$ cat config.mk
export PLATFORM = sky130hd
export DESIGN_NAME = pccr_top
export DESIGN_NICKNAME = d
export VERILOG_FILES = /design/src/pccr_pkg.sv /design/src/pccr_top.sv
export SDC_FILE = /design/constraint.sdc
export NUM_CORES = 1
export LEC_CHECK = 0
export BUFFER_PORTS_ARGS = -buffer_cell sky130_fd_sc_hd__buf_4
export CORE_UTILIZATION = 46
export DETAILED_ROUTE_END_ITERATION = 10
export PLACE_DENSITY_LB_ADDON = 0.15
export SYNTH_ARGS = -nofsm -noshare
export SYNTH_HDL_FRONTEND = slang
export SYNTH_SLANG_ARGS = --single-unit
$ cat constraint.sdc
create_clock -name clk_sys -period 3 [get_ports clk_sys]
set_clock_uncertainty 0.2 [all_clocks]
set_input_delay 0.6 -clock clk_sys [delete_from_list [all_inputs] [get_ports clk_sys]]
set_output_delay 0.6 -clock clk_sys [all_outputs]
set_load 0.1 [all_outputs]
$ cat src/pccr_pkg.sv
// constants, register map and field layout of the loop clock control block
package pccr_pkg;

  // ==========================================================================
  // bus
  localparam int          ADDR_W    = 8;
  localparam int          DATA_W    = 32;
  localparam logic [1:0]  RESP_OKAY = 2'h0;
  localparam logic [1:0]  RESP_SLV  = 2'h2;
  localparam logic [23:0] PAD_ZERO  = 24'h000000;

  // ==========================================================================
  // register byte offsets
  localparam logic [ADDR_W-1:0] OFS_LOOP_CTRL = 8'h00;
  localparam logic [ADDR_W-1:0] OFS_BW_CTRL   = 8'h04;
  localparam logic [ADDR_W-1:0] OFS_FB_HIGH   = 8'h08;
  localparam logic [ADDR_W-1:0] OFS_FB_LOW    = 8'h0C;
  localparam logic [ADDR_W-1:0] OFS_VCO_RANGE = 8'h10;
  localparam logic [ADDR_W-1:0] OFS_REF_DIV   = 8'h14;

  // decoded register index
  localparam logic [2:0] IDX_LOOP_CTRL = 3'h0;
  localparam logic [2:0] IDX_BW_CTRL   = 3'h1;
  localparam logic [2:0] IDX_FB_HIGH   = 3'h2;
  localparam logic [2:0] IDX_FB_LOW    = 3'h3;
  localparam logic [2:0] IDX_VCO_RANGE = 3'h4;
  localparam logic [2:0] IDX_REF_DIV   = 3'h5;
  localparam logic [2:0] IDX_NONE      = 3'h7;

  // ==========================================================================
  // loop_control fields
  localparam int LC_IRQ_EN = 7;
  localparam int LC_FLAG   = 6;
  localparam int LC_EN     = 5;
  localparam int LC_SEL    = 4;
  localparam int LC_PRE_HI = 3;
  localparam int LC_PRE_LO = 2;
  localparam int LC_VPR_HI = 1;
  localparam int LC_VPR_LO = 0;

  // loop_bandwidth_control fields
  localparam int BW_AUTO  = 7;
  localparam int BW_LOCK  = 6;
  localparam int BW_TRACK = 5;

  // feedback_factor_high holds the top nibble
  localparam int FB_W     = 12;
  localparam int FB_HI_HI = 3;
  localparam int FB_HI_LO = 0;
  localparam int VR_W     = 8;
  localparam int RD_W     = 4;

  // ==========================================================================
  // reset values and the fixed one and zero settings
  localparam logic            EN_RST  = 1'b1;
  localparam logic [FB_W-1:0] FB_RST  = 12'h040;
  localparam logic [VR_W-1:0] VR_RST  = 8'h40;
  localparam logic [RD_W-1:0] RD_RST  = 4'h1;
  localparam logic [FB_W-1:0] FB_ONE  = 12'h001;
  localparam logic [RD_W-1:0] RD_ONE  = 4'h1;
  localparam logic [VR_W-1:0] VR_ZERO = 8'h00;

  // ==========================================================================
  // source switch-over: rising edges of each source waited for
  localparam logic [1:0] SWITCH_EDGES = 2'h3;
  localparam logic [1:0] CNT_ZERO     = 2'h0;
  localparam logic [1:0] CNT_ONE      = 2'h1;

  typedef enum logic [1:0] {
    CLK_RUN    = 2'b01,
    CLK_SWITCH = 2'b10
  } pccr_clk_state_t;

endpackage

$ cat src/pccr_top.sv
// loop clock control and status registers behind an AXI4-Lite slave
//
// The AXI4-Lite interface to the registers and the placing of the registers were left to the implementer.
`timescale 1ns/1ps
`default_nettype none

module pccr_top (
  // clock and reset
  input  wire logic                        clk_sys,
  input  wire logic                        rst_b,
  // axi4-lite write address and data
  input  wire logic [pccr_pkg::ADDR_W-1:0] s_axi_awaddr,
  input  wire logic                        s_axi_awvalid,
  output logic                             s_axi_awready,
  input  wire logic [pccr_pkg::DATA_W-1:0] s_axi_wdata,
  input  wire logic [3:0]                  s_axi_wstrb,
  input  wire logic                        s_axi_wvalid,
  output logic                             s_axi_wready,
  // axi4-lite write response
  output logic      [1:0]                  s_axi_bresp,
  output logic                             s_axi_bvalid,
  input  wire logic                        s_axi_bready,
  // axi4-lite read
  input  wire logic [pccr_pkg::ADDR_W-1:0] s_axi_araddr,
  input  wire logic                        s_axi_arvalid,
  output logic                             s_axi_arready,
  output logic      [pccr_pkg::DATA_W-1:0] s_axi_rdata,
  output logic      [1:0]                  s_axi_rresp,
  output logic                             s_axi_rvalid,
  input  wire logic                        s_axi_rready,
  // analog side inputs, asynchronous
  input  wire logic                        oscClock,
  input  wire logic                        vcoClock,
  input  wire logic                        lockDetect,
  input  wire logic                        trackDetect,
  // loop settings and clock out
  output logic                             baseClockOut,
  output logic                             baseSourceActive,
  output logic                             lockChangeIrq,
  output logic                             loopEnable,
  output logic                             autoBandwidth,
  output logic                             trackingForce,
  output logic      [1:0]                  prescaler,
  output logic      [1:0]                  vcoPowerRange,
  output logic      [pccr_pkg::FB_W-1:0]   feedbackFactor,
  output logic      [pccr_pkg::VR_W-1:0]   vcoRangeFactor,
  output logic      [pccr_pkg::RD_W-1:0]   referenceDivisor
);

  typedef struct packed {
    logic                            oscS1;
    logic                            oscS2;
    logic                            oscPrev;
    logic                            vcoS1;
    logic                            vcoS2;
    logic                            vcoPrev;
    logic                            lockS1;
    logic                            lockS2;
    logic                            lockPrev;
    logic                            trkS1;
    logic                            trkS2;
    logic                            irqEn;
    logic                            flag;
    logic                            loopEnable;
    logic                            baseSel;
    logic [1:0]                      prescaler;
    logic [1:0]                      vcoPower;
    logic                            autoBw;
    logic                            manualTrack;
    logic [pccr_pkg::FB_W-1:0]       fbFactor;
    logic [pccr_pkg::VR_W-1:0]       vcoRange;
    logic [pccr_pkg::RD_W-1:0]       refDiv;
    logic [pccr_pkg::FB_W-1:0]       fbEff;
    logic [pccr_pkg::RD_W-1:0]       refEff;
    logic                            irq;
    pccr_pkg::pccr_clk_state_t       clkState;
    logic                            activeSel;
    logic                            baseOut;
    logic [1:0]                      oscCnt;
    logic [1:0]                      vcoCnt;
    logic                            awReady;
    logic                            awHave;
    logic [pccr_pkg::ADDR_W-1:0]     awAddr;
    logic                            wReady;
    logic                            wHave;
    logic [7:0]                      wData;
    logic                            wStrb0;
    logic                            bValid;
    logic [1:0]                      bResp;
    logic                            arReady;
    logic                            rValid;
    logic [pccr_pkg::DATA_W-1:0]     rData;
    logic [1:0]                      rResp;
  } pccr_regs_t;

  pccr_regs_t st;
  pccr_regs_t next_st;

  // ==========================================================================
  // helpers
  function automatic logic [2:0] decodeIdx(input logic [pccr_pkg::ADDR_W-1:0] a);
    logic [2:0] idx;
    idx = pccr_pkg::IDX_NONE;
    if (a == pccr_pkg::OFS_LOOP_CTRL) begin
      idx = pccr_pkg::IDX_LOOP_CTRL;
    end else if (a == pccr_pkg::OFS_BW_CTRL) begin
      idx = pccr_pkg::IDX_BW_CTRL;
    end else if (a == pccr_pkg::OFS_FB_HIGH) begin
      idx = pccr_pkg::IDX_FB_HIGH;
    end else if (a == pccr_pkg::OFS_FB_LOW) begin
      idx = pccr_pkg::IDX_FB_LOW;
    end else if (a == pccr_pkg::OFS_VCO_RANGE) begin
      idx = pccr_pkg::IDX_VCO_RANGE;
    end else if (a == pccr_pkg::OFS_REF_DIV) begin
      idx = pccr_pkg::IDX_REF_DIV;
    end
    return idx;
  endfunction

  // a zero divider setting behaves as one
  function automatic logic [pccr_pkg::FB_W-1:0] zeroAsOne(input logic [pccr_pkg::FB_W-1:0] v);
    return (v == '0) ? pccr_pkg::FB_ONE : v;
  endfunction

  logic       lockToggle;
  logic       oscRise;
  logic       vcoRise;
  logic [2:0] rdIdx;
  logic [2:0] wrIdx;
  logic       rdTake;
  logic       trackView;

  assign lockToggle = st.lockS2 ^ st.lockPrev;
  assign oscRise    = st.oscS2 & ~st.oscPrev;
  assign vcoRise    = st.vcoS2 & ~st.vcoPrev;
  assign rdIdx      = decodeIdx(s_axi_araddr);
  assign wrIdx      = decodeIdx(st.awAddr);
  assign rdTake     = s_axi_arvalid & st.arReady;
  assign trackView  = st.autoBw ? st.trkS2 : st.manualTrack;

  // ==========================================================================
  // next state
  always_comb begin
    logic [7:0]                rb;
    logic [7:0]                d;
    logic [pccr_pkg::FB_W-1:0] rdExt;
    logic [pccr_pkg::FB_W-1:0] rdOne;
    rb      = 8'h00;
    d       = st.wData;
    rdExt   = '0;
    rdOne   = '0;
    next_st = st;

    // two-stage capture of asynchronous inputs
    next_st.oscS1    = oscClock;
    next_st.oscS2    = st.oscS1;
    next_st.oscPrev  = st.oscS2;
    next_st.vcoS1    = vcoClock;
    next_st.vcoS2    = st.vcoS1;
    next_st.vcoPrev  = st.vcoS2;
    next_st.lockS1   = lockDetect;
    next_st.lockS2   = st.lockS1;
    next_st.lockPrev = st.lockS2;
    next_st.trkS1    = trackDetect;
    next_st.trkS2    = st.trkS1;

    // ------------------------------------------------------------------------
    // write channel: address and data taken in either order
    if (s_axi_awvalid && st.awReady) begin
      next_st.awHave = 1'b1;
      next_st.awAddr = s_axi_awaddr;
    end
    if (s_axi_wvalid && st.wReady) begin
      next_st.wHave  = 1'b1;
      next_st.wData  = s_axi_wdata[7:0];
      next_st.wStrb0 = s_axi_wstrb[0];
    end
    if (st.bValid && s_axi_bready) begin
      next_st.bValid = 1'b0;
    end
    if (st.awHave && st.wHave && !st.bValid) begin
      next_st.awHave = 1'b0;
      next_st.wHave  = 1'b0;
      next_st.bValid = 1'b1;
      next_st.bResp  = (wrIdx == pccr_pkg::IDX_NONE) ? pccr_pkg::RESP_SLV : pccr_pkg::RESP_OKAY;
      if (st.wStrb0) begin
        if (wrIdx == pccr_pkg::IDX_LOOP_CTRL) begin
          if (st.autoBw) begin
            next_st.irqEn = d[pccr_pkg::LC_IRQ_EN];
          end
          next_st.loopEnable = d[pccr_pkg::LC_EN] | st.baseSel;
          // no select in the same write that turns the loop off
          next_st.baseSel    = d[pccr_pkg::LC_SEL] & st.loopEnable & next_st.loopEnable;
          if (!st.loopEnable) begin
            next_st.prescaler = d[pccr_pkg::LC_PRE_HI:pccr_pkg::LC_PRE_LO];
            next_st.vcoPower  = d[pccr_pkg::LC_VPR_HI:pccr_pkg::LC_VPR_LO];
          end
        end else if (wrIdx == pccr_pkg::IDX_BW_CTRL) begin
          // lock position is ignored: its write-one function is test only
          next_st.autoBw = d[pccr_pkg::BW_AUTO];
          if (!st.autoBw) begin
            next_st.manualTrack = d[pccr_pkg::BW_TRACK];
          end
        end else if (wrIdx == pccr_pkg::IDX_FB_HIGH) begin
          if (!st.loopEnable) begin
            next_st.fbFactor[pccr_pkg::FB_W-1:8] = d[pccr_pkg::FB_HI_HI:pccr_pkg::FB_HI_LO];
          end
        end else if (wrIdx == pccr_pkg::IDX_FB_LOW) begin
          if (!st.loopEnable) begin
            next_st.fbFactor[7:0] = d;
          end
        end else if (wrIdx == pccr_pkg::IDX_VCO_RANGE) begin
          if (!st.loopEnable) begin
            next_st.vcoRange = d;
          end
        end else if (wrIdx == pccr_pkg::IDX_REF_DIV) begin
          if (!st.loopEnable) begin
            next_st.refDiv = d[pccr_pkg::RD_W-1:0];
          end
        end
      end
    end

    // ------------------------------------------------------------------------
    // read channel
    if (st.rValid && s_axi_rready) begin
      next_st.rValid = 1'b0;
    end
    if (rdTake) begin
      if (rdIdx == pccr_pkg::IDX_LOOP_CTRL) begin
        rb[pccr_pkg::LC_IRQ_EN] = st.irqEn & st.autoBw;
        rb[pccr_pkg::LC_FLAG]   = st.flag & st.autoBw;
        rb[pccr_pkg::LC_EN]     = st.loopEnable;
        rb[pccr_pkg::LC_SEL]    = st.baseSel;
        rb[pccr_pkg::LC_PRE_HI:pccr_pkg::LC_PRE_LO] = st.prescaler;
        rb[pccr_pkg::LC_VPR_HI:pccr_pkg::LC_VPR_LO] = st.vcoPower;
        next_st.flag = 1'b0;
      end else if (rdIdx == pccr_pkg::IDX_BW_CTRL) begin
        rb[pccr_pkg::BW_AUTO]  = st.autoBw;
        rb[pccr_pkg::BW_LOCK]  = st.lockS2 & st.autoBw;
        rb[pccr_pkg::BW_TRACK] = trackView;
      end else if (rdIdx == pccr_pkg::IDX_FB_HIGH) begin
        rb[pccr_pkg::FB_HI_HI:pccr_pkg::FB_HI_LO] = st.fbFactor[pccr_pkg::FB_W-1:8];
      end else if (rdIdx == pccr_pkg::IDX_FB_LOW) begin
        rb = st.fbFactor[7:0];
      end else if (rdIdx == pccr_pkg::IDX_VCO_RANGE) begin
        rb = st.vcoRange;
      end else if (rdIdx == pccr_pkg::IDX_REF_DIV) begin
        rb[pccr_pkg::RD_W-1:0] = st.refDiv;
      end
      next_st.rData  = {pccr_pkg::PAD_ZERO, rb};
      next_st.rResp  = (rdIdx == pccr_pkg::IDX_NONE) ? pccr_pkg::RESP_SLV : pccr_pkg::RESP_OKAY;
      next_st.rValid = 1'b1;
    end

    // ------------------------------------------------------------------------
    // lock change flag: a toggle in the clearing cycle still sets it
    if (lockToggle && st.autoBw) begin
      next_st.flag = 1'b1;
    end
    // leaving auto mode clears it in the same edge
    if (!next_st.autoBw) begin
      next_st.flag = 1'b0;
    end

    // zero range factor overrides any loop enable or select write in the same cycle
    if (next_st.vcoRange == pccr_pkg::VR_ZERO) begin
      next_st.loopEnable = 1'b0;
      next_st.baseSel    = 1'b0;
    end

    rdExt          = {{(pccr_pkg::FB_W-pccr_pkg::RD_W){1'b0}}, next_st.refDiv};
    next_st.fbEff  = zeroAsOne(next_st.fbFactor);
    rdOne          = zeroAsOne(rdExt);
    next_st.refEff = rdOne[pccr_pkg::RD_W-1:0];
    next_st.irq    = next_st.flag & next_st.irqEn & next_st.autoBw;

    // ------------------------------------------------------------------------
    // base clock selector; output halves the active source
    case (st.clkState)
      pccr_pkg::CLK_RUN: begin
        if (st.baseSel != st.activeSel) begin
          next_st.clkState = pccr_pkg::CLK_SWITCH;
          next_st.oscCnt   = pccr_pkg::CNT_ZERO;
          next_st.vcoCnt   = pccr_pkg::CNT_ZERO;
        end else if (st.activeSel ? vcoRise : oscRise) begin
          next_st.baseOut = ~st.baseOut;
        end
      end
      pccr_pkg::CLK_SWITCH: begin
        // a stopped source stalls the switch; output stays frozen meanwhile
        if (oscRise && st.oscCnt != pccr_pkg::SWITCH_EDGES) begin
          next_st.oscCnt = st.oscCnt + pccr_pkg::CNT_ONE;
        end
        if (vcoRise && st.vcoCnt != pccr_pkg::SWITCH_EDGES) begin
          next_st.vcoCnt = st.vcoCnt + pccr_pkg::CNT_ONE;
        end
        if (st.oscCnt == pccr_pkg::SWITCH_EDGES && st.vcoCnt == pccr_pkg::SWITCH_EDGES) begin
          next_st.activeSel = st.baseSel;
          next_st.clkState  = pccr_pkg::CLK_RUN;
        end
      end
      default: begin
        next_st.clkState = pccr_pkg::CLK_RUN;
      end
    endcase

    // ready flags follow the holding state so outputs stay registered
    next_st.awReady = ~next_st.awHave & ~next_st.bValid;
    next_st.wReady  = ~next_st.wHave & ~next_st.bValid;
    next_st.arReady = ~next_st.rValid;
  end

  // ==========================================================================
  // state register
  always_ff @(posedge clk_sys or negedge rst_b) begin
    if (!rst_b) begin
      st            <= '0;
      st.loopEnable <= pccr_pkg::EN_RST;
      st.fbFactor   <= pccr_pkg::FB_RST;
      st.vcoRange   <= pccr_pkg::VR_RST;
      st.refDiv     <= pccr_pkg::RD_RST;
      st.fbEff      <= pccr_pkg::FB_RST;
      st.refEff     <= pccr_pkg::RD_RST;
      st.clkState   <= pccr_pkg::CLK_RUN;
    end else begin
      st <= next_st;
    end
  end

  // ==========================================================================
  // outputs
  assign s_axi_awready    = st.awReady;
  assign s_axi_wready     = st.wReady;
  assign s_axi_bresp      = st.bResp;
  assign s_axi_bvalid     = st.bValid;
  assign s_axi_arready    = st.arReady;
  assign s_axi_rdata      = st.rData;
  assign s_axi_rresp      = st.rResp;
  assign s_axi_rvalid     = st.rValid;
  assign baseClockOut     = st.baseOut;
  assign baseSourceActive = st.activeSel;
  assign lockChangeIrq    = st.irq;
  assign loopEnable       = st.loopEnable;
  assign autoBandwidth    = st.autoBw;
  assign trackingForce    = st.manualTrack;
  assign prescaler        = st.prescaler;
  assign vcoPowerRange    = st.vcoPower;
  assign feedbackFactor   = st.fbEff;
  assign vcoRangeFactor   = st.vcoRange;
  assign referenceDivisor = st.refEff;
endmodule

`default_nettype wire

After elaboration in Yosys (flattened, before gate mapping)
Index checks and enable logic that the tools add are counted.
{"block": "word_totals", "reg_bits": 106, "inputBits": 63, "out_inout_bits": 75, "elab_cells": 203}
{"block": "classes", "addsub": 2, "n_eq_ne": 33, "muxes": 70, "bitwise_logic": 25, "n_reduce_logical": 30}
{"cell": "$mux W32", "count": 2}
{"cell": "$mux W4", "count": 13}
{"cell": "$mux W8", "count": 6}
{"cell": "$mux W35", "count": 1}
{"cell": "$mux W3", "count": 11}
{"cell": "$eq A8 B4 Y1 const B", "count": 4}
{"cell": "$eq A8 B5 Y1 const B", "count": 4}
{"cell": "$mux W26", "count": 1}
{"cell": "$logic_not A8 Y1", "count": 3}
{"cell": "$mux W12", "count": 2}
{"cell": "$mux W24", "count": 1}
{"cell": "$mux W2", "count": 11}
{"cell": "$mux W20", "count": 1}
{"cell": "$eq A3 B3 Y1 const B", "count": 6}
{"cell": "$eq A8 B3 Y1 const B", "count": 2}
{"cell": "$mux W1", "count": 15}
{"cell": "$and A1 B1 Y1", "count": 12}
{"cell": "$eq A3 B2 Y1 const B", "count": 4}
{"cell": "$logic_not A12 Y1", "count": 1}
{"cell": "$ne A2 B2 Y1 const B", "count": 6}
{"cell": "$reduce_and A3 Y1", "count": 4}
{"cell": "$not A1 Y1", "count": 11}
{"cell": "$logic_and A1 B1 Y1", "count": 10}
{"cell": "$mux W10", "count": 1}
{"cell": "other kinds (19)", "count": 28}

Depth between registers and ports, before layout
Gate-level depths: netlist of run 1.
{"block": "logic_depth", "ltp_word": 19, "depth_mapped": 6}

Worst setup path before layout of run 1
Ideal clock, no wire load.
{"block": "synth_path", "path_type": "reg-to-reg", "start": "reg st (netlist bit s_axi_bvalid)", "end": "reg st (netlist bit feedbackFactor[0])", "setup_time_ns": 0.064, "arrival_ns": 2.631, "path_slack_ns": 0.105, "path_stages_with_launch": 6, "synth_period_minus_slack_ns": 2.895, "cell_sequence": "dfrtp_1 > nand4b_1 > nor4_2 > mux2_2 > nor4_1 > a21o_1"}
{"element": "start: declaration", "line_no": "pccr_top.sv:96", "source": "pccr_regs_t st;"}
{"element": "start signal: assignment", "line_no": "pccr_top.sv:327", "source": "st <= next_st;"}

Worst setup path after layout of run 1
{"block": "layout_path", "start": "reg st[56] (netlist name)", "end": "reg st[115] (netlist name)"}
{"block": "layout_via", "elab_chain_cells": 18, "word_cells_on_any_way": 30, "cone_classes": "eq/ne (9); mux (14); reduce/logical (7)"}
{"element": "$eq A8 B5 Y1", "line_no": "pccr_top.sv:114", "source": "end else if (a == pccr_pkg::OFS_REF_DIV) begin"}
{"element": "$mux W2", "line_no": "pccr_top.sv:114"}
{"element": "$mux W2", "line_no": "pccr_top.sv:112", "source": "end else if (a == pccr_pkg::OFS_VCO_RANGE) begin"}
{"element": "$mux W3", "line_no": "pccr_top.sv:110", "source": "end else if (a == pccr_pkg::OFS_FB_LOW) begin"}
{"element": "$mux W3", "line_no": "pccr_top.sv:108", "source": "end else if (a == pccr_pkg::OFS_FB_HIGH) begin"}
{"element": "$mux W3", "line_no": "pccr_top.sv:106", "source": "end else if (a == pccr_pkg::OFS_BW_CTRL) begin"}
{"element": "$mux W3 (*)", "line_no": "pccr_top.sv:104", "source": "if (a == pccr_pkg::OFS_LOOP_CTRL) begin"}
{"element": "$eq A3 B3 Y1", "line_no": "pccr_top.sv:212", "source": "end else if (wrIdx == pccr_pkg::IDX_VCO_RANGE) begin"}
{"element": "[... 2 more ...]"}
{"element": "$mux W20", "line_no": "pccr_top.sv:204", "source": "end else if (wrIdx == pccr_pkg::IDX_FB_HIGH) begin"}
{"element": "$mux W24", "line_no": "pccr_top.sv:198", "source": "end else if (wrIdx == pccr_pkg::IDX_BW_CTRL) begin"}
{"element": "$mux W26", "line_no": "pccr_top.sv:187", "source": "if (wrIdx == pccr_pkg::IDX_LOOP_CTRL) begin"}
{"element": "$mux W32", "line_no": "pccr_top.sv:186", "source": "if (st.wStrb0) begin"}
{"element": "$mux W32", "line_no": "pccr_top.sv:181", "source": "if (st.awHave && st.wHave && !st.bValid) begin"}
{"element": "$logic_not A8 Y1", "line_no": "pccr_top.sv:267", "source": "if (next_st.vcoRange == pccr_pkg::VR_ZERO) begin"}
{"element": "$reduce_bool A2 Y1 (no source line)"}
{"element": "$reduce_and A3 Y1 (no source line)"}
Every way passes the cells marked *; elsewhere a longest branch is shown, timed or not. The select of a mux whose other input is x is not followed.
A chain may end at the register's enable or synchronous reset.

==> results.ini, run 1 <==
[flow_run]
max-cap-violations = 0

[final_layout]
area_delta_synth_final_pct = 13.09
drive_gt1_frac = 0.4000
final_area_um2 = 5533
final_cell_mix = 97 x dfrtp_1, 92 x buf_4, 64 x mux2_2, 27 x nand2_1, 26 x conb_1
instances_no_fill = 601
nets = 525
insertedDiodeCount = 0
nFillCells = 913
final_common_cell = dfrtp_1

[setup_path]
crit_type = register to register
worst-path-max-fanout = 9
rrSetupSlack_ps = 260
r2r_start = st[56]
rr_endpoint = st[115]
crit_path_end_kind = register
start_kind = register
crit_arrival_ps = 2760
rr_worst_depth = 6
crit_required_ps = 3020

[synth]
ys.warnings.count = 0
synth_edf_count = 0
synth_ff_type = dfrtp_1
synth_area_um2 = 4892
synth_area_leaders = dfrtp_1 50%, mux2_2 15%, buf_4 9.8%
ys_seq_area_frac = 0.5338
ys_seq_elements = 104
synthArstFlopShare = 1.000
synth_top_area_cell = dfrtp_1
syn_inst = 408
synth_top_area_share = 0.4962
synthDistinctLibCells = 48
post_synth.cell_area_avg_um2 = 11.99

[min_path]
hold_class = primary input to register
hold_depth = 1
hp-start = trackDetect
hold-path-endpoint = next_st[119]

[clock_tree]
cts_max_path_buffers = 2
cts_made_buffers = 9
cts-root-buf = clkbuf_8
cts.sinks = 104
ctsHtreeMaxLevel = 3
cts_resized = 0
cts_setup_buffers = 0
clk_latency_ps = 360
clk_pin_slew_worst_paths_ps = 90
cts_tree = yes
hold_buffers = 1

[grt]
grt_antenna_before_repair = 0
grt_pass1_wl_mm = 14.73
grt.overflow.total = 0
grt_max_degree = 104
track_usage = 0.1720
grt_pass1_vias = 2856

[pwr]
switching_share = 0.4317
powerDensity_nw_per_um2 = 774.7
clkPwrFrac = 0.194
intPower_mw = 2.436
leakagePower_nw = 2.650
seq_power_share = 0.457
irDropWorstVdd_v = 0.0007605
comb_power_share = 0.349
p_switching_mw = 1.850

[routing]
route.final.wire_length_mm = 9.357
postRouteAntennaNets = 0
first_pass_iters = 4
vias_per_cell = 5.116
wl_per_cell_um = 15.57
drt_iter0_drc = 127
vias = 3075
drc = 0

[floorplan]
die_h_um = 105.1
num_rows = 37
core_area_um2 = 10320
dieArea_um2 = 11050
ios = 138
start_util = 0.4739
fp.dieW_um = 105.1

[sta]
finalSetupViolations = 0
rsz0062_at_grt = no
maxSlewViolCount = 0
relSlewSlack = 0.5285
fin_crit_sh = 0.9128
fin_setup_tns_ps = 0
min_period_ps = 2738
fmax_mhz = 365.2
hold_viol = 0
timing_worst_slew_pin_value_ps = 698.3

[placed_design]
dp_hpwl_mm = 6.738
port_buffers = 84
gp_congestion = 0.8016
dpl_cell_area_um2 = 5331
dp.cells = 584

[run_status]
outcome = finished clean

[Yosys cell counts, drive strengths merged, types with 2 or more instances]
cell     count
a211oi       3
a21o         2
a21oi        6
a22o         3
a22oi        5
a2bb2oi      5
a32oi        3
buf         67
clkbuf      11
dfrtp       97
dfstp        7
ha           2
inv          4
mux2        64
mux2i       10
nand2       27
nand2b       3
nand3        8
nand4b       4
nor2        20
nor2b        3
nor3         4
nor3b        2
nor4        10
nor4b        2
o21ai       15
or3          2
or4          4
xnor2        2
[state kept, by name, indices dropped and copies added (netlist names), 2 cells and up]
| register | cells |
|---|---|
| feedbackFactor | 12 |
| next_st | 7 |
| prescaler | 2 |
| referenceDivisor | 4 |
| s_axi_rdata | 8 |
| st | 48 |
| vcoPowerRange | 2 |
| vcoRangeFactor | 8 |
[kinds of logic (layout without fill, tap and decap cells)]
kind of cell / Yosys count / after routing / share of synthesized area
other cells: 1 / 26 / 0.0007665
buf+inv: 82 / 114 / 0.1125
xor+xnor: 3 / 3 / 0.005372
simple gates: 94 / 94 / 0.1079
mux: 74 / 74 / 0.1678
fa+ha+maj: 2 / 2 / 0.005114
flops: 104 / 104 / 0.5338
compound gates: 48 / 48 / 0.06676
[routing by layer]
metal,share of wire,GRT usage,vias to the layer above
met2,0.46,0.2701,94
met5,0,0,-
met1,0.49,0.2416,1509
li1,-,-,1463
met4,0.011,0.04829,0
met3,0.044,0.03618,9
[stage by stage]
step / setup WS [ps] / total power [mW] / utilization / hold slack, ps
after global routing: 184.8 / 4.470 / 0.5359 / 121.9
after global placement: 298.0 / 3.453 / 0.5164 / 137.1
final: 261.6 / 4.286 / 0.5359 / 142.4
after detailed placement: 260.2 / 3.483 / 0.5164 / 136.4
after CTS: 250.6 / 4.329 / 0.5359 / 129.2
after floorplan: 105.3 / 3.198 / - / 104.4
[power by group through the flow]
stage | clock network [mW] | registers [mW] | logic [mW]
after global placement | 0 | 1.97 | 1.48
final | 0.833 | 1.96 | 1.50
after floorplan | 0 | 2.05 | 1.15
after detailed placement | 0 | 1.98 | 1.50
after global routing | 0.909 | 2.00 | 1.56
after CTS | 0.867 | 1.96 | 1.51
[worst max-delay path by stage]
stage / cells past startpoint / endpoint / start
after detailed placement: 6 / lockChangeIrq / s_axi_araddr[7]
after floorplan: 5 / feedbackFactor[0] / s_axi_bvalid
after CTS: 6 / st[115] / st[56]
after global placement: 6 / st[115] / st[56]
final: 6 / st[115] / st[56]
after global routing: 5 / vcoPowerRange[1] / st[55]
[area by class of cell]
type,count,area [um2],share of cell area
multi-input cells,247,1824,0.3297
repair buffers,94,720.7,0.1303
inverters,4,15.01,0.002714
well taps,136,170.2,0.03076
clock buffers,12,155.1,0.02804
clock inverters,4,36.28,0.006558
flip-flops and latches,104,2611,0.4720
[worst max-delay path, cell delays in order (launching register included)]
cell and delay, ps:
dfrtp_1 380, or4_1 680, or4_4 570, nor4b_4 220, buf_4 220, mux2i_1 260
a211oi_1 70
No activity file was read; power rests on OpenSTA's default activity.
==> run 2: changes to the inputs <==
--- a/config.mk
+++ b/config.mk
@@ -6,6 +6,7 @@
 export NUM_CORES = 1
 export LEC_CHECK = 0
 export BUFFER_PORTS_ARGS = -buffer_cell sky130_fd_sc_hd__buf_4
+export CORE_MARGIN = 3
 export CORE_UTILIZATION = 46
 export DETAILED_ROUTE_END_ITERATION = 10
 export PLACE_DENSITY_LB_ADDON = 0.15
==> constraint.sdc (replaced) <==
create_clock -name clk_sys -period 3 [get_ports clk_sys]
set_clock_uncertainty 0.2 [all_clocks]
set_input_delay 0.15 -clock clk_sys [delete_from_list [all_inputs] [get_ports clk_sys]]
set_output_delay 0.15 -clock clk_sys [all_outputs]
set_load 0.1 [all_outputs]
==> run 2 against run 1 <==
Net effect: via count grew 3.0%; sequential share of layout area shrank 2.3 points; hold slack lost 100 ps; cell area grew 5.0%; clock-buffer cell count shrank 1; first-iteration DRC count grew 9.4%; flip-flop and latch count is the same; setup slack lost 33 ps; critical path type unchanged.
==> results.ini, run 2 (synthesis gave the netlist of run 1 again) <==
[run_status]
outcome = finished clean

[clock_tree]
cts-root-buf = clkbuf_8
ctsHtreeMaxLevel = 3
cts_made_buffers = 9
cts.sinks = 104
cts_tree = yes
cts_resized = 0
cts_max_path_buffers = 2
clk_latency_ps = 360
clk_pin_slew_worst_paths_ps = 100

[pwr]
irDropWorstVdd_v = 0.0006513
intPower_mw = 2.544
leakagePower_nw = 2.763
seq_power_share = 0.445
clkPwrFrac = 0.208
comb_power_share = 0.347
powerDensity_nw_per_um2 = 756.5
switching_share = 0.4213
p_switching_mw = 1.852

[final_layout]
final_cell_mix = 97 x dfrtp_1, 89 x buf_4, 64 x mux2_2, 27 x nand2_1, 27 x dlygate4sd3_1
insertedDiodeCount = 0
instances_no_fill = 625
drive_gt1_frac = 0.3783
nets = 549
final_common_cell = dfrtp_1
largest_register = st
area_delta_synth_final_pct = 18.77
nFillCells = 892
largest_register_ffs = 48

[setup_path]
crit_type = register to register
crit_arrival_ps = 2800
cp-startpoint = st[56]
worst-path-max-fanout = 9
crit_path_end_kind = register
r2r_start = st[56]
start_kind = register
crit_required_ps = 3030

[routing]
dr_wl_met2_mm = 4.749
wl_met1_mm = 4.534
drc = 0
route.final.wire_length_mm = 9.980
first_pass_iters = 4
wl_per_cell_um = 15.97
top_layer = met4
drt_iter0_drc = 139
vias_per_cell = 5.067
met3WireLength_um = 571
vias = 3167
postRouteAntennaNets = 0

[sta]
timing_worst_slew_pin_value_ps = 749.8
maxSlewViolCount = 0
fin_crit_sh = 0.9238
hold_viol = 0
rsz0062_at_grt = no
worst_hold_slack_ps = 37.53
finalSetupViolations = 0
fin_ws_ps = 228.7
fmax_mhz = 360.8
relSlewSlack = 0.4938
fin_setup_tns_ps = 0
min_period_ps = 2771

[placed_design]
dp.cells = 582
pre_cts_ws_ps = 267.4
port_buffers = 84
dp_hpwl_mm = 7.167
gp_congestion = 0.7947

[min_path]
hold_class = primary input to register
hp-start = s_axi_arvalid

[floorplan]
fp.dieW_um = 109.1
core_area_um2 = 10320
start_util = 0.4739
ios = 138
dieArea_um2 = 11910
die_h_um = 109.1
num_rows = 37

[flow_run]
max-cap-violations = 0

[grt]
grt_pass1_vias = 3177
track_usage = 0.1777
grt_pass1_wl_mm = 16.29
grt_antenna_before_repair = 0
grt.overflow.total = 0
grt_max_degree = 56

==> run 2: power by group through the flow <==
stage                     registers (mW)  logic [mW]  clock network [mW]
after floorplan                     2.05        1.15                   0
after global placement              1.97        1.48                   0
after detailed placement            1.98        1.50                   0
after CTS                           1.95        1.54               0.947
after global routing                2.01        1.61                1.00
final                               1.96        1.53               0.914
==> run 2: final cells by class <==
| cell class | count | area, um2 | share of cell area |
|---|---|---|---|
| Tap cell | 136 | 170.2 | 0.02929 |
| Clock inverter | 5 | 60.06 | 0.01034 |
| Inverter | 4 | 15.01 | 0.002584 |
| Clock buffer | 11 | 151.4 | 0.02606 |
| Timing Repair Buffer | 118 | 978.4 | 0.1684 |
| Sequential cell | 104 | 2611 | 0.4494 |
| Multi-Input combinational cell | 247 | 1824 | 0.3140 |
==> run 2: per-layer routing <==
layer  vias up  global-route usage
li1       1510                   -
met1      1554              0.2463
met3        11             0.04500
met2        92              0.2781
met4         0             0.04869
met5         -                   0
==> run 2: timing repair <==
action,CTS,global route
buffers inserted,0,0
hold buffers,27,0
endpoints found under the hold margin,78,0
==> run 2: final timing paths <==
check | to | slack, ps | depth (start not counted)
setup reg to reg | st[115] | 230 | 6
max in group asynchronous | vcoRangeFactor[6] | 1650 | 3
hold reg to reg | st[119] | 160 | 0
min in group asynchronous | s_axi_rdata[4] | 170 | 2
hold / removal | s_axi_rdata[0] | 40 | 3
setup / recovery | st[115] | 230 | 6
==> run 2: worst max-delay path, stage by stage, from the launching register on <==
cell      delay (ps)
dfrtp_1          390
or4_1            680
or4_4            570
nor4b_4          220
buf_4            230
mux2i_1          270
a211oi_1          80
==> run 2: stage by stage <==
| step | util | power [mW] | cell area (um2) |
|---|---|---|---|
| 2_1_floorplan | - | 3.198 | 4986 |
| 3_3_place_gp | 0.5162 | 3.450 | 5329 |
| 3_5_place_dp | 0.5162 | 3.475 | 5329 |
| 4_1_cts | 0.5628 | 4.438 | 5811 |
| 5_1_grt | 0.5628 | 4.624 | 5811 |
| 6_report | 0.5628 | 4.396 | 5811 |
==> run 3: changes to the inputs <==
==> constraint.sdc (replaced) <==
create_clock -name clk_sys -period 2.25 [get_ports clk_sys]
set_clock_uncertainty 0.2 [all_clocks]
set_input_delay 0.1125 -clock clk_sys [delete_from_list [all_inputs] [get_ports clk_sys]]
set_output_delay 0.1125 -clock clk_sys [all_outputs]
set_load 0.1 [all_outputs]
==> run 3 against run 2 <==
Net effect: the run now ends with negative setup slack left; utilization rose by 4.0 points; first-iteration DRC count fell by 28%; setup slack got worse by 560 ps; critical path depth fell by 1; non-clock buffer count rose by 34; critical path type unchanged; critical endpoint is now vcoRangeFactor[5]; largest cell class unchanged.
==> results.ini, run 3 (synthesis gave the netlist of run 1 again) <==
[run_status]
outcome = finished with violations
violations = negative setup slack

[min_path]
hold_class = primary input to async pin

[setup_path]
start_kind = register
crit_arrival_ps = 2630
crit_required_ps = 2300
crit_type = register to register
worst-path-max-fanout = 9
crit_path_end_kind = register

[sta]
min_period_ps = 2582
fin_ws_ps = -331.6
fin_crit_sh = 1.147
hold_viol = 0
fmax_mhz = 387.4
rsz0062_at_grt = yes
maxSlewViolCount = 0
fin_setup_tns_ps = -7520
worst_hold_slack_ps = 24.08
finalSetupViolations = 37

[floorplan]
die_h_um = 109.1
num_rows = 37
fp.dieW_um = 109.1
ios = 138
core_area_um2 = 10320
start_util = 0.4739
dieArea_um2 = 11910

[final_layout]
seq_area_um2 = 2616
nets = 583
nFillCells = 861
largest_register = st
area_delta_synth_final_pct = 27.24
final_cell_mix = 112 x buf_4, 96 x dfrtp_1, 47 x mux2_2, 28 x dlygate4sd3_1, 27 x nand2_1
final_area_um2 = 6225
drive_gt1_frac = 0.4359
largest_register_ffs = 48
insertedDiodeCount = 0
final_common_cell = buf_4
multiInputGateArea_um2 = 1956

[routing]
vias = 3304
wl_per_cell_um = 16.17
postRouteAntennaNets = 0
drc = 0
route.final.wire_length_mm = 10.66
vias_per_cell = 5.014
drt_iter0_drc = 100
first_pass_iters = 4

[placed_design]
gp_congestion = 0.8381
port_buffers = 84
dpl_cell_area_um2 = 5525
dp_hpwl_mm = 7.487
pre_cts_ws_ps = -374.6

[pwr]
irDropWorstVdd_v = 0.0008174
leakagePower_nw = 2.978
powerDensity_nw_per_um2 = 979.5

[clock_tree]
cts_max_path_buffers = 2
cts.sinks = 104
cts_made_buffers = 9
clk_pin_slew_worst_paths_ps = 100
cts-root-buf = clkbuf_8
clk_latency_ps = 360
cts_tree = yes
ctsHtreeMaxLevel = 3

[grt]
grt.overflow.total = 0
grt_antenna_before_repair = 0
track_usage = 0.1821
grt_use_met1 = 0.2586
use_met2 = 0.2763
grt_pass1_vias = 3198
grt_pass1_wl_mm = 16.62
grt_max_degree = 40
grt_use_met3 = 0.04500
grt-busiest-layer = met2

[flow_run]
max-cap-violations = 0

-- run 3: layout make-up --
type | count | share of cell area
flip-flops and latches | 104 | 0.4203
multi-input cells | 247 | 0.3142
repair buffers | 152 | 0.2032
well taps | 136 | 0.02734
clock buffers | 10 | 0.02211
clock inverters | 6 | 0.01045
inverters | 4 | 0.002412
-- run 3: stage by stage --
stage,utilization,instances,power (mW)
2_1_floorplan,-,433,4.296
3_3_place_gp,0.5352,604,4.747
3_5_place_dp,0.5352,604,4.781
4_1_cts,0.5891,652,6.089
5_1_grt,0.6030,659,6.399
6_report,0.6030,659,6.097
-- run 3: per-layer routing --
metal	routed length (um)	vias up	share of wire
li1	-	1566	-
met1	4961	1622	0.47
met2	4927	106	0.46
met3	639	10	0.060
met4	129	0	0.012
met5	0	-	0
-- run 3: timing repair --
action	in CTS	in global routing
hold buffers	28	0
pin swaps	4	3
setup endpoints to repair	47	49
hold endpoints to repair	133	0
setup buffers	4	7
resized for setup	10	22
-- run 3: where the power goes --
| group | total, mW | switching, mW | internal, mW | leakage, nW |
|---|---|---|---|---|
| clock | 1.20 | 0.652 | 0.550 | 0.103 |
| combinational | 2.28 | 1.53 | 0.758 | 1.54 |
| sequential | 2.61 | 0.408 | 2.20 | 1.34 |
-- run 3: critical path: stages, from the launching register on --
cell and delay, ps:
dfrtp_1 400, or4_4 580, or4_4 540, nor4b_4 240, buf_6 180, mux2_2 340
-- run 3: path summary, 6_finish.rpt --
path | slack (ps) | from | depth (start not counted) | to
min reg2reg | 160 | next_st[125] | 0 | next_st[124]
min | 20 | rst_b | 2 | s_axi_rdata[1]
max | -330 | st[51] | 5 | vcoRangeFactor[5]
max in group asynchronous | 1150 | rst_b | 3 | feedbackFactor[6]
max reg2reg | -330 | st[51] | 5 | vcoRangeFactor[5]
min in group clk_sys | 50 | s_axi_araddr[4] | 5 | s_axi_rdata[2]
